`src/inc/prb_pkg.sv`:
```
// constants and carrier types for the program counter / relative branch unit
// assumes one core clock and a fetch stage that reports each instruction
// Overview of operation
// - no branch: counter advances by instruction length
// - executed branch loads destination instead of increment
// - displacement byte is signed, bit 7 sign
// - target is next instruction address plus displacement
// - displacement sign-extended across upper address bits
// - relative target for unconditional and conditional branches
package prb_pkg;
	localparam int PRB_ADDR_W = 16;
	localparam int PRB_LEN_W = 3;
	localparam int PRB_DISP_W = 8;
	localparam int PRB_SIGN_BIT = 7;
	localparam logic [PRB_ADDR_W-1:0] PRB_PC_RESET = 16'h0000;

	typedef enum logic [1:0] {
		PRB_KIND_SEQ,
		PRB_KIND_REL_UNCOND,
		PRB_KIND_REL_COND,
		PRB_KIND_ABS
	} prb_kind_e;

	// one fetched instruction as reported by the decode stage
	typedef struct packed {
		logic valid;
		logic [PRB_LEN_W-1:0] length;
		prb_kind_e kind;
		logic taken;
		logic [PRB_DISP_W-1:0] relative_displacement_byte;
		logic [PRB_ADDR_W-1:0] abs_target;
	} prb_instr_s;
endpackage

```
`src/hdl/prb_pc_unit.sv`:
```
// program counter next-address logic with relative branch target
// assumes instr_in comes from decode logic on the same clock
`timescale 1ns/1ps
`default_nettype none
module prb_pc_unit
	import prb_pkg::*;
(
	// clock and reset
	input wire logic clk_sys_in,
	input wire logic rst_in,
	// decoded instruction
	input wire prb_instr_s instr_in,
	// counter outputs
	output logic [PRB_ADDR_W-1:0] program_counter_out,
	output logic branched_out
);
	logic [PRB_ADDR_W-1:0] program_counter_q;
	logic [PRB_ADDR_W-1:0] program_counter_d;
	logic branched_q;
	logic branched_d;
	wire [PRB_ADDR_W-1:0] next_seq;
	wire [PRB_ADDR_W-1:0] disp_ext;
	wire [PRB_ADDR_W-1:0] rel_target;
	wire is_rel;
	wire do_branch;

	// sum truncated to sixteen bits
	assign next_seq = program_counter_q
		+ PRB_ADDR_W'(instr_in.length);
	// low byte is the displacement itself, its top bit is the sign
	assign disp_ext[PRB_DISP_W-1:0] =
		instr_in.relative_displacement_byte;
	// every upper address bit copies the sign
	for (genvar b = PRB_DISP_W; b < PRB_ADDR_W; b++) begin : g_sign_ext
		assign disp_ext[b] =
			instr_in.relative_displacement_byte[PRB_SIGN_BIT];
	end
	assign rel_target = next_seq + disp_ext;
	assign is_rel = (instr_in.kind == PRB_KIND_REL_UNCOND)
		|| (instr_in.kind == PRB_KIND_REL_COND);
	// unconditional relative jump always branches
	assign do_branch = (instr_in.kind == PRB_KIND_REL_UNCOND)
		|| (instr_in.kind != PRB_KIND_SEQ && instr_in.taken);
	assign program_counter_d = !instr_in.valid ? program_counter_q
		: !do_branch ? next_seq
		: is_rel ? rel_target
		: instr_in.abs_target;
	assign branched_d = instr_in.valid && do_branch;

	always_ff @(posedge clk_sys_in or posedge rst_in) begin
		if (rst_in) begin
			program_counter_q <= PRB_PC_RESET;
			branched_q <= 1'b0;
		end else begin
			program_counter_q <= program_counter_d;
			branched_q <= branched_d;
		end
	end

	assign program_counter_out = program_counter_q;
	assign branched_out = branched_q;
endmodule // prb_pc_unit
`default_nettype wire

```
`config.mk`:
```
export PLATFORM = sky130hd
export DESIGN_NAME = prb_pc_unit
export DESIGN_NICKNAME = d
export VERILOG_FILES = /design/src/inc/prb_pkg.sv /design/src/hdl/prb_pc_unit.sv
export SDC_FILE = /design/constraint.sdc
export NUM_CORES = 1
export LEC_CHECK = 0
export ABC_AREA = 1
export BUFFER_PORTS_ARGS = -buffer_cell sky130_fd_sc_hd__buf_2
export CAP_MARGIN = 10
export CORE_AREA = 2 2 70 79
export DETAILED_ROUTE_END_ITERATION = 16
export DIE_AREA = 0 0 72 81
export GPL_TIMING_DRIVEN = 0
export PLACE_DENSITY_LB_ADDON = 0.15
export SYNTH_ARGS = -nofsm -noshare
export SYNTH_HDL_FRONTEND = slang
export SYNTH_SLANG_ARGS = --single-unit
```
`constraint.sdc`:
```
create_clock -name clk_sys_in -period 2.9 [get_ports clk_sys_in]
set_input_delay 0.58 -clock clk_sys_in [delete_from_list [all_inputs] [get_ports clk_sys_in]]
set_output_delay 0.58 -clock clk_sys_in [all_outputs]
set_load 0.03 [all_outputs]
```
; Yosys cells after proc, flatten, opt, wreduce, memory -nomap -nowiden
; Index checks and enable logic that the tools add are counted.
[classes]
addsub = 2
eq_ne = 2
mux = 2
n_reduce_logical = 5
[op_table]
columns = operator, count
row1 = $mux 16, 2
row2 = $add 16x16->16, 1
row3 = $add 16x3->16, 1
row4 = $eq 2x1->1 const B, 1
row5 = $eq 2x2->1 const B, 1
row6 = $logic_and 1x1->1, 2
row7 = $logic_or 1x1->1, 2
row8 = $reduce_bool 2->1, 1
[word_totals]
regBits = 17

; Depth between registers and ports, before layout
; Gate-level depths: netlist (run 1).
[depth]
depth_word = 4
ltp_mapped = 23
mapped_depth_nobuf = 23

; Worst setup path after synthesis (run 1)
; No wires, ideal clock.
[synth_timing]
path_type = input -> register
startpoint = in instr_in[27] (netlist bit)
endpoint = reg program_counter_q[13] (netlist: program_counter_out[13])
t_arrival_ns = 3.026
t_required_ns = 2.774
setup_slack_ns = -0.252
path_stages = 18
n_path_buf = 0
cell_sequence = ha_1 -> fa_1 -> nand2_1 -> nand2_2 -> nand3_1 -> nor2_2 -> nand3_1 -> inv_1 -> or2_2 -> and2_1 -> ha_1 -> nand2_1 -> nand2_1 -> o21bai_1 -> a21oi_1 -> a21oi_1 -> o21ai_0 -> a21oi_2
[synth_between]
elab_chain_cells = 4
[synth_rtl]
columns = element, line_no
row1 = "start, declared", prb_pc_unit.sv:12  ; input wire prb_instr_s instr_in,
row2 = $add 16x3->16 *, prb_pc_unit.sv:29  ; + PRB_ADDR_W'(instr_in.length);
row3 = $add 16x16->16, prb_pc_unit.sv:38  ; assign rel_target = next_seq + disp_ext;
row4 = $mux 16, prb_pc_unit.sv:46  ; : is_rel ? rel_target
row5 = $mux 16 *, prb_pc_unit.sv:45  ; : !do_branch ? next_seq
row6 = "end signal, assigned", prb_pc_unit.sv:55  ; program_counter_q <= program_counter_d;
row7 = "end, declared", prb_pc_unit.sv:17  ; logic [PRB_ADDR_W-1:0] program_counter_q;
; Every way passes the cells marked *; elsewhere a longest branch is shown, timed or not.
; A chain may end at the register's enable or synchronous reset.

; Worst setup path after layout (run 1)
[layout_timing]
startpoint = reg program_counter_q[1] (netlist: program_counter_out[1])
endpoint = reg program_counter_q[15] (netlist: program_counter_out[15])
[layout_between]
elab_chain_cells = 4
[layout_rtl]
columns = element, line_no
row1 = $add 16x3->16 *, prb_pc_unit.sv:29
row2 = $add 16x16->16, prb_pc_unit.sv:38
row3 = $mux 16, prb_pc_unit.sv:46
row4 = $mux 16 *, prb_pc_unit.sv:45
; Marked as above.

==> flow_metrics.py, run 1 <==
metrics = {
    "critical_path": {
        "cpPeakStageDelay_ns": 0.44,
        "endpoint_kind": "flip-flop",
        "crit_type": "reg -> reg",
        "worstPathArrival_ns": 3.07,
        "crit_fanout": 5,
        "cp.required_ns": 3.06,
        "cpMostUsedCell": "nand2_1",
        "crit_buf_inv": 3,
        "startpoint": "program_counter_out[1]",
        "crit_chain": "buf_4 -> fa_2 -> nand2_2 -> nand2_4 -> nand3_4 -> nor2_4 -> nand3_1 -> inv_1 -> or2_4 -> and2_4 -> ha_4 -> nand2_1 -> nand2_2 -> a21oi_2 -> nand2_1 -> a21oi_2 -> inv_1 -> nand2_1 -> nand3_1 -> nand2_1 -> a21oi_2",
        "slowest_stage": "dfrtp_2",
        "crit_family": "simple AND/OR/NAND/NOR gates",
        "rr_startpoint": "program_counter_out[1]",
        "cp-start-kind": "flip-flop",
    },
    "timing": {
        "worst_pin_slew_ns": 0.693,
        "max_freq_mhz": 344,
        "skew_ns": 0.00582,
        "grt_setup_unrepaired": "true",
        "hold_viol_final": 0,
        "setup_ws_ns": -0.00822,
        "finalSetupViolations": 1,
        "slew_headroom": 0.538,
        "finalCritPeriodShare": 1.00,
        "setup_tns_ns": -0.00822,
        "min_period_ns": 2.91,
        "maxSlewViolCount": 0,
    },
    "clock_tree": {
        "numCtsBuffers": 3,
        "insertion_delay_ns": 0.27,
        "cts-root-buf": "clkbuf_8",
        "cts.htree.levels": 1,
        "hold_buffers": 0,
        "cts_sinks": 17,
        "cts_tree": "built",
        "cts_buffer_depth": 2,
        "cts.clk_slew.worst_paths_ns": 0.08,
    },
    "pwr": {
        "p_per_area_nw_per_um2": 860,
        "leakage_nw": 1.58,
        "pwr-share-clk": 0.073,
        "ir_drop_uv": 487,
        "pwr-share-seq": 0.157,
        "internal_power_mw": 1.25,
        "swShare": 0.536,
        "combPwrFrac": 0.770,
        "switchingPower_mw": 1.45,
    },
    "logic_synthesis": {
        "ys_seq_area_frac": 0.190,
        "ys_async_sr_fraction": 1.00,
        "synth-seq-cells": 17,
        "synth_warnings": 0,
        "synth-edff-count": 0,
        "ys.flop_type": "dfrtp_1",
        "synth.distinct_cells": 36,
        "avgSynthCellArea_um2": 6.11,
        "syn_inst": 366,
        "synth_area_um2": 2240,
        "syn_nets": 420,
    },
    "layout": {
        "antennaDiodeCount": 0,
        "area_delta_synth_final_pct": 40.4,
        "drive_above_1_share": 0.346,
        "fin_area_um2": 3140,
        "final_nets": 488,
        "fin_util": 0.610,
    },
    "global_route": {
        "grt_max_degree": 18,
        "grt_pass1_vias": 2357,
        "grt_usage": 0.236,
        "overflow": 0,
        "grt_pass1_wl_mm": 10.9,
        "grt_antenna_before_repair": 0,
    },
    "drt": {
        "wire_per_inst_um": 13.9,
        "ant_nets": 0,
        "drt-vias-per-instance": 5.20,
        "wl_mm": 6.85,
        "drt_iter0_markers": 154,
        "via_count": 2562,
        "drcViolationCount": 0,
        "dr.pass1.iters": 5,
    },
    "floorplanning": {
        "initial_core_util": 0.434,
        "core-area_um2": 5150,
        "die_x_um": 72,
        "rows": 28,
        "ios": 50,
        "dieArea_um2": 5830,
        "chipHeight_um": 81,
    },
    "place": {
        "pre_cts_ws_ns": -0.430,
        "place_congestion": 0.885,
        "numPortBuffers": 49,
        "dp_hpwl_mm": 5.09,
        "dpl_cell_area_um2": 2640,
    },
    "status": {
        "violations": "setup timing",
        "outcome": "complete, but fails checks",
    },
    "hold_path": {
        "holdCritPathClass": "in -> async",
    },
    "job": {
        "drv_cap": 0,
    },
}
-- metal layers --
metal / wire (um) / share of wire / vias up / GRT usage
li1: - / - / 1310 / -
met1: 3170 / 0.46 / 1186 / 0.326
met2: 3350 / 0.49 / 58 / 0.406
met3: 251 / 0.037 / 8 / 0.0112
met4: 80 / 0.012 / 0 / 0.0566
met5: 0 / 0 / - / 0
-- Yosys cell counts (2+ instances only) --
master,count,area [um2]
a21oi_2,2,17.5
nor2_1,65,244
ha_1,19,238
nor2_4,2,22.5
a31oi_1,8,50.1
buf_2,3,15.0
dfrtp_1,17,425
nor3_1,2,10.0
nand2_1,97,364
inv_1,45,169
a21oi_1,24,120
clkbuf_1,4,15.0
xor2_1,12,105
nor2_2,3,18.8
a21o_1,5,37.5
o21ai_0,11,55.1
nand2_2,2,12.5
o211ai_1,2,15.0
o21bai_1,2,15.0
fa_1,2,40.0
nand3_1,24,120
-- cells in the final DEF (no fill, tap or decap), types with 2 or more instances in the layout --
cell | Yosys | routed
a21o_1 | 5 | 5
a21oi_1 | 24 | 13
a21oi_2 | 2 | 12
a31oi_1 | 8 | 8
and2_4 | 0 | 2
buf_2 | 3 | 52
buf_4 | 1 | 13
buf_6 | 1 | 3
clkbuf_1 | 4 | 4
clkbuf_8 | 0 | 3
dfrtp_1 | 17 | 16
ha_1 | 19 | 5
ha_4 | 0 | 14
inv_1 | 45 | 43
inv_2 | 1 | 3
nand2_1 | 97 | 81
nand2_2 | 2 | 15
nand2_4 | 0 | 3
nand3_1 | 24 | 19
nand3_2 | 1 | 5
nor2_1 | 65 | 61
nor2_2 | 3 | 3
nor2_4 | 2 | 6
nor3_2 | 0 | 2
o211ai_1 | 2 | 2
o21ai_0 | 11 | 7
o21ai_1 | 1 | 4
xor2_1 | 12 | 10
xor2_4 | 0 | 2
-- per-stage QoR --
stage	instances	power (mW)	hold WS, ns
2_1_floorplan	366	1.63	0.506
4_1_cts	484	2.27	0.450
3_5_place_dp	475	2.02	0.569
5_1_grt	493	2.94	0.489
6_report	493	2.70	0.406
3_3_place_gp	475	1.99	0.552
-- final timing paths --
path	cells after the start	slack, ns	endpoint
worst max-delay path	21	-0.008	program_counter_out[15]
worst min-delay path	2	0.41	program_counter_out[8]
worst max register to register	21	-0.008	program_counter_out[15]
worst min register to register	2	0.59	program_counter_out[15]
max in group asynchronous	2	2.01	program_counter_out[1]
min in group clk_sys_in	3	0.58	branched_out
-- state kept, by name, indices dropped and copies added, names as in the netlist --
name                 flops
branched_out             1
program_counter_out     16
-- final cells by class --
type                            count  area, um2
Multi-Input combinational cell    294       2010
Fill cell                         516       2010
Clock buffer                        3       41.3
Timing Repair Buffer               63        358
Tap cell                           60       75.1
Sequential cell                    17        427
Inverter                           46        173
Clock inverter                      1       5.00
Buffer                              9       48.8
-- repair_timing --
item	in CTS	in global routing
pin swaps	8	22
setup endpoints to repair	7	10
gates resized for setup	8	59
setup buffers	5	9
-- power groups by stage --
stage          clock (mW)  sequential (mW)  combinational (mW)
3_5_place_dp            0            0.411                1.61
5_1_grt             0.203            0.439                2.30
4_1_cts             0.192            0.408                1.67
6_report            0.197            0.425                2.08
3_3_place_gp            0            0.407                1.59
2_1_floorplan           0            0.533                1.10
-- logic make-up after synthesis --
| family | synth area share |
|---|---|
| flip-flops | 0.190 |
| adder cells (fa/ha/maj) | 0.124 |
| buffers and inverters | 0.0990 |
| XOR/XNOR | 0.0582 |
| AND/OR/NAND/NOR | 0.379 |
| AO/OA/AOI/OAI | 0.150 |
Note: power is estimated with default switching activity, not from simulation.
==> run 2: changes to the inputs <==
--- a/config.mk
+++ b/config.mk
@@ -16,3 +16,4 @@
 export SYNTH_ARGS = -nofsm -noshare
 export SYNTH_HDL_FRONTEND = slang
 export SYNTH_SLANG_ARGS = --single-unit
+export TNS_END_PERCENT = 50
==> flow_metrics.py, run 2 (synthesis gave the netlist of run 1 again) <==
metrics = {
    "status": {
        "outcome": "complete, no violations",
    },
    "floorplanning": {
        "dieArea_um2": 5830,
        "core-area_um2": 5150,
        "die_x_um": 72,
        "ios": 50,
        "rows": 28,
        "initial_core_util": 0.434,
        "chipHeight_um": 81,
    },
    "timing": {
        "skew_ns": 0.00390,
        "finalCritPeriodShare": 0.995,
        "finalSetupViolations": 0,
        "min_period_ns": 2.89,
        "hold_ws_ns": 0.420,
        "maxSlewViolCount": 0,
        "grt_setup_unrepaired": "true",
        "worst_pin_slew_ns": 0.707,
        "slew_headroom": 0.528,
        "setup_tns_ns": 0,
        "hold_viol_final": 0,
        "setup_ws_ns": 0.0141,
        "max_freq_mhz": 347,
    },
    "critical_path": {
        "crit_type": "reg -> reg",
        "endpoint_kind": "flip-flop",
        "worstPathArrival_ns": 3.04,
        "cpPeakStageDelay_ns": 0.42,
        "slowest_stage": "dfrtp_1",
        "cp-start-kind": "flip-flop",
        "crit_chain": "ha_4 -> fa_2 -> nand2_2 -> nand2_4 -> nand3_4 -> nor2_4 -> nand3_2 -> inv_2 -> or2_4 -> and2_4 -> ha_4 -> nand2_2 -> nor2_2 -> nand3_2 -> nand3_1 -> nand2_1 -> o21ai_2 -> a21oi_2",
        "cp.required_ns": 3.05,
        "crit_fanout": 5,
    },
    "clock_tree": {
        "cts_sinks": 17,
        "hold_buffers": 0,
        "cts_tree": "built",
        "cts.htree.levels": 1,
        "cts-root-buf": "clkbuf_8",
        "insertion_delay_ns": 0.26,
        "numCtsBuffers": 3,
        "cts.clk_slew.worst_paths_ns": 0.08,
        "cts_buffer_depth": 2,
    },
    "pwr": {
        "totalPowerFinal_mw": 2.59,
        "leakage_nw": 1.55,
        "ir_drop_uv": 446,
        "p_per_area_nw_per_um2": 835,
    },
    "layout": {
        "drive_above_1_share": 0.344,
        "register_area_um2": 427,
        "fin_util": 0.603,
        "final_common_cell": "nand2_1",
        "final_nets": 485,
        "nFillCells": 523,
        "fin_area_um2": 3100,
        "area_delta_synth_final_pct": 38.7,
        "mostFrequentLayoutCells": "nand2_1 (83), nor2_1 (61), buf_2 (51)",
        "antennaDiodeCount": 0,
        "multiInputGateArea_um2": 2000,
        "stdcell_count": 490,
        "largest_reg_flops": 16,
    },
    "global_route": {
        "grt_pass1_wl_mm": 10.8,
        "grt_pass1_vias": 2315,
        "grt_usage": 0.238,
        "grt_antenna_before_repair": 0,
        "grt_max_degree": 18,
        "overflow": 0,
    },
    "drt": {
        "drcViolationCount": 0,
        "dr.pass1.iters": 5,
        "via_count": 2489,
        "drt_iter0_markers": 146,
        "wire_per_inst_um": 13.7,
        "ant_nets": 0,
        "drt-vias-per-instance": 5.08,
        "wl_mm": 6.69,
    },
    "place": {
        "place_congestion": 0.854,
        "dpl_cell_area_um2": 2630,
        "numPortBuffers": 49,
        "dp_hpwl_mm": 5.08,
        "pre_cts_ws_ns": -0.478,
        "placed_cells": 475,
    },
    "job": {
        "drv_cap": 0,
    },
    "hold_path": {
        "holdCritPathClass": "in -> async",
    },
}
-- run 2: cell count changes in the layout (fill, tap and decap cells not counted), moves of 2 or more --
| cell | change |
|---|---|
| nand2_2 | -2 |
| xor2_4 | -2 |
| xor2_2 | +4 |
| a21oi_2 | -3 |
| nor2_2 | +2 |
| a21oi_1 | +3 |
| nand3_1 | -3 |
| nor2_4 | -2 |
| nand2_1 | +2 |
| nand3_2 | +3 |
| o21ai_0 | +2 |
| o21ai_1 | -2 |
| xor2_1 | -2 |
-- run 2: repair_timing --
action	in CTS	in global routing
endpoints found under the setup margin	8	11
buffers inserted	5	6
pin swaps	10	26
resized for setup	8	56
-- run 2: worst max-delay path: cells and delay by family (launching register included) --
| family | cells | cell delay, ns |
|---|---|---|
| flops | 1 | 0.42 |
| buf+inv | 1 | 0.04 |
| compound gates | 2 | 0.24 |
| simple gates | 12 | 1.24 |
| fa+ha+maj | 3 | 0.85 |
-- run 2: final timing paths --
check                                   startpoint                      end  slack (ns)  depth (start not counted)
setup / recovery            program_counter_out[0]  program_counter_out[13]        0.01                         18
hold / removal                              rst_in   program_counter_out[8]        0.42                          2
setup reg to reg            program_counter_out[0]  program_counter_out[13]        0.01                         18
hold reg to reg            program_counter_out[14]  program_counter_out[14]        0.58                          2
max in group asynchronous                   rst_in   program_counter_out[1]        1.99                          2
min in group clk_sys_in    program_counter_out[14]  program_counter_out[14]        0.58                          2
-- run 2: where the power goes --
| group | switching, mW | leakage (nW) | internal (mW) | total (mW) |
|---|---|---|---|---|
| Clock | 0.0942 | 0.0217 | 0.0970 | 0.191 |
| Sequential | 0.110 | 0.191 | 0.306 | 0.416 |
| Combinational | 1.18 | 1.34 | 0.800 | 1.98 |
| Total | 1.39 | 1.55 | 1.20 | 2.59 |
-- run 2: cell type report --
class                           count  area share
Inverter                           46      0.0556
Tap cell                           60      0.0242
Sequential cell                    17       0.137
Clock inverter                      1     0.00242
Multi-Input combinational cell    294       0.644
Timing Repair Buffer               60       0.108
Buffer                              9      0.0157
Clock buffer                        3      0.0133
-- run 2: layer usage --
metal	wire length (um)	track usage	vias up	part of all wire
li1	-	-	1293	-
met1	3110	0.332	1139	0.47
met2	3290	0.401	51	0.49
met3	232	0.0174	6	0.035
met4	54	0.0528	0	0.0081
met5	0	0	-	0
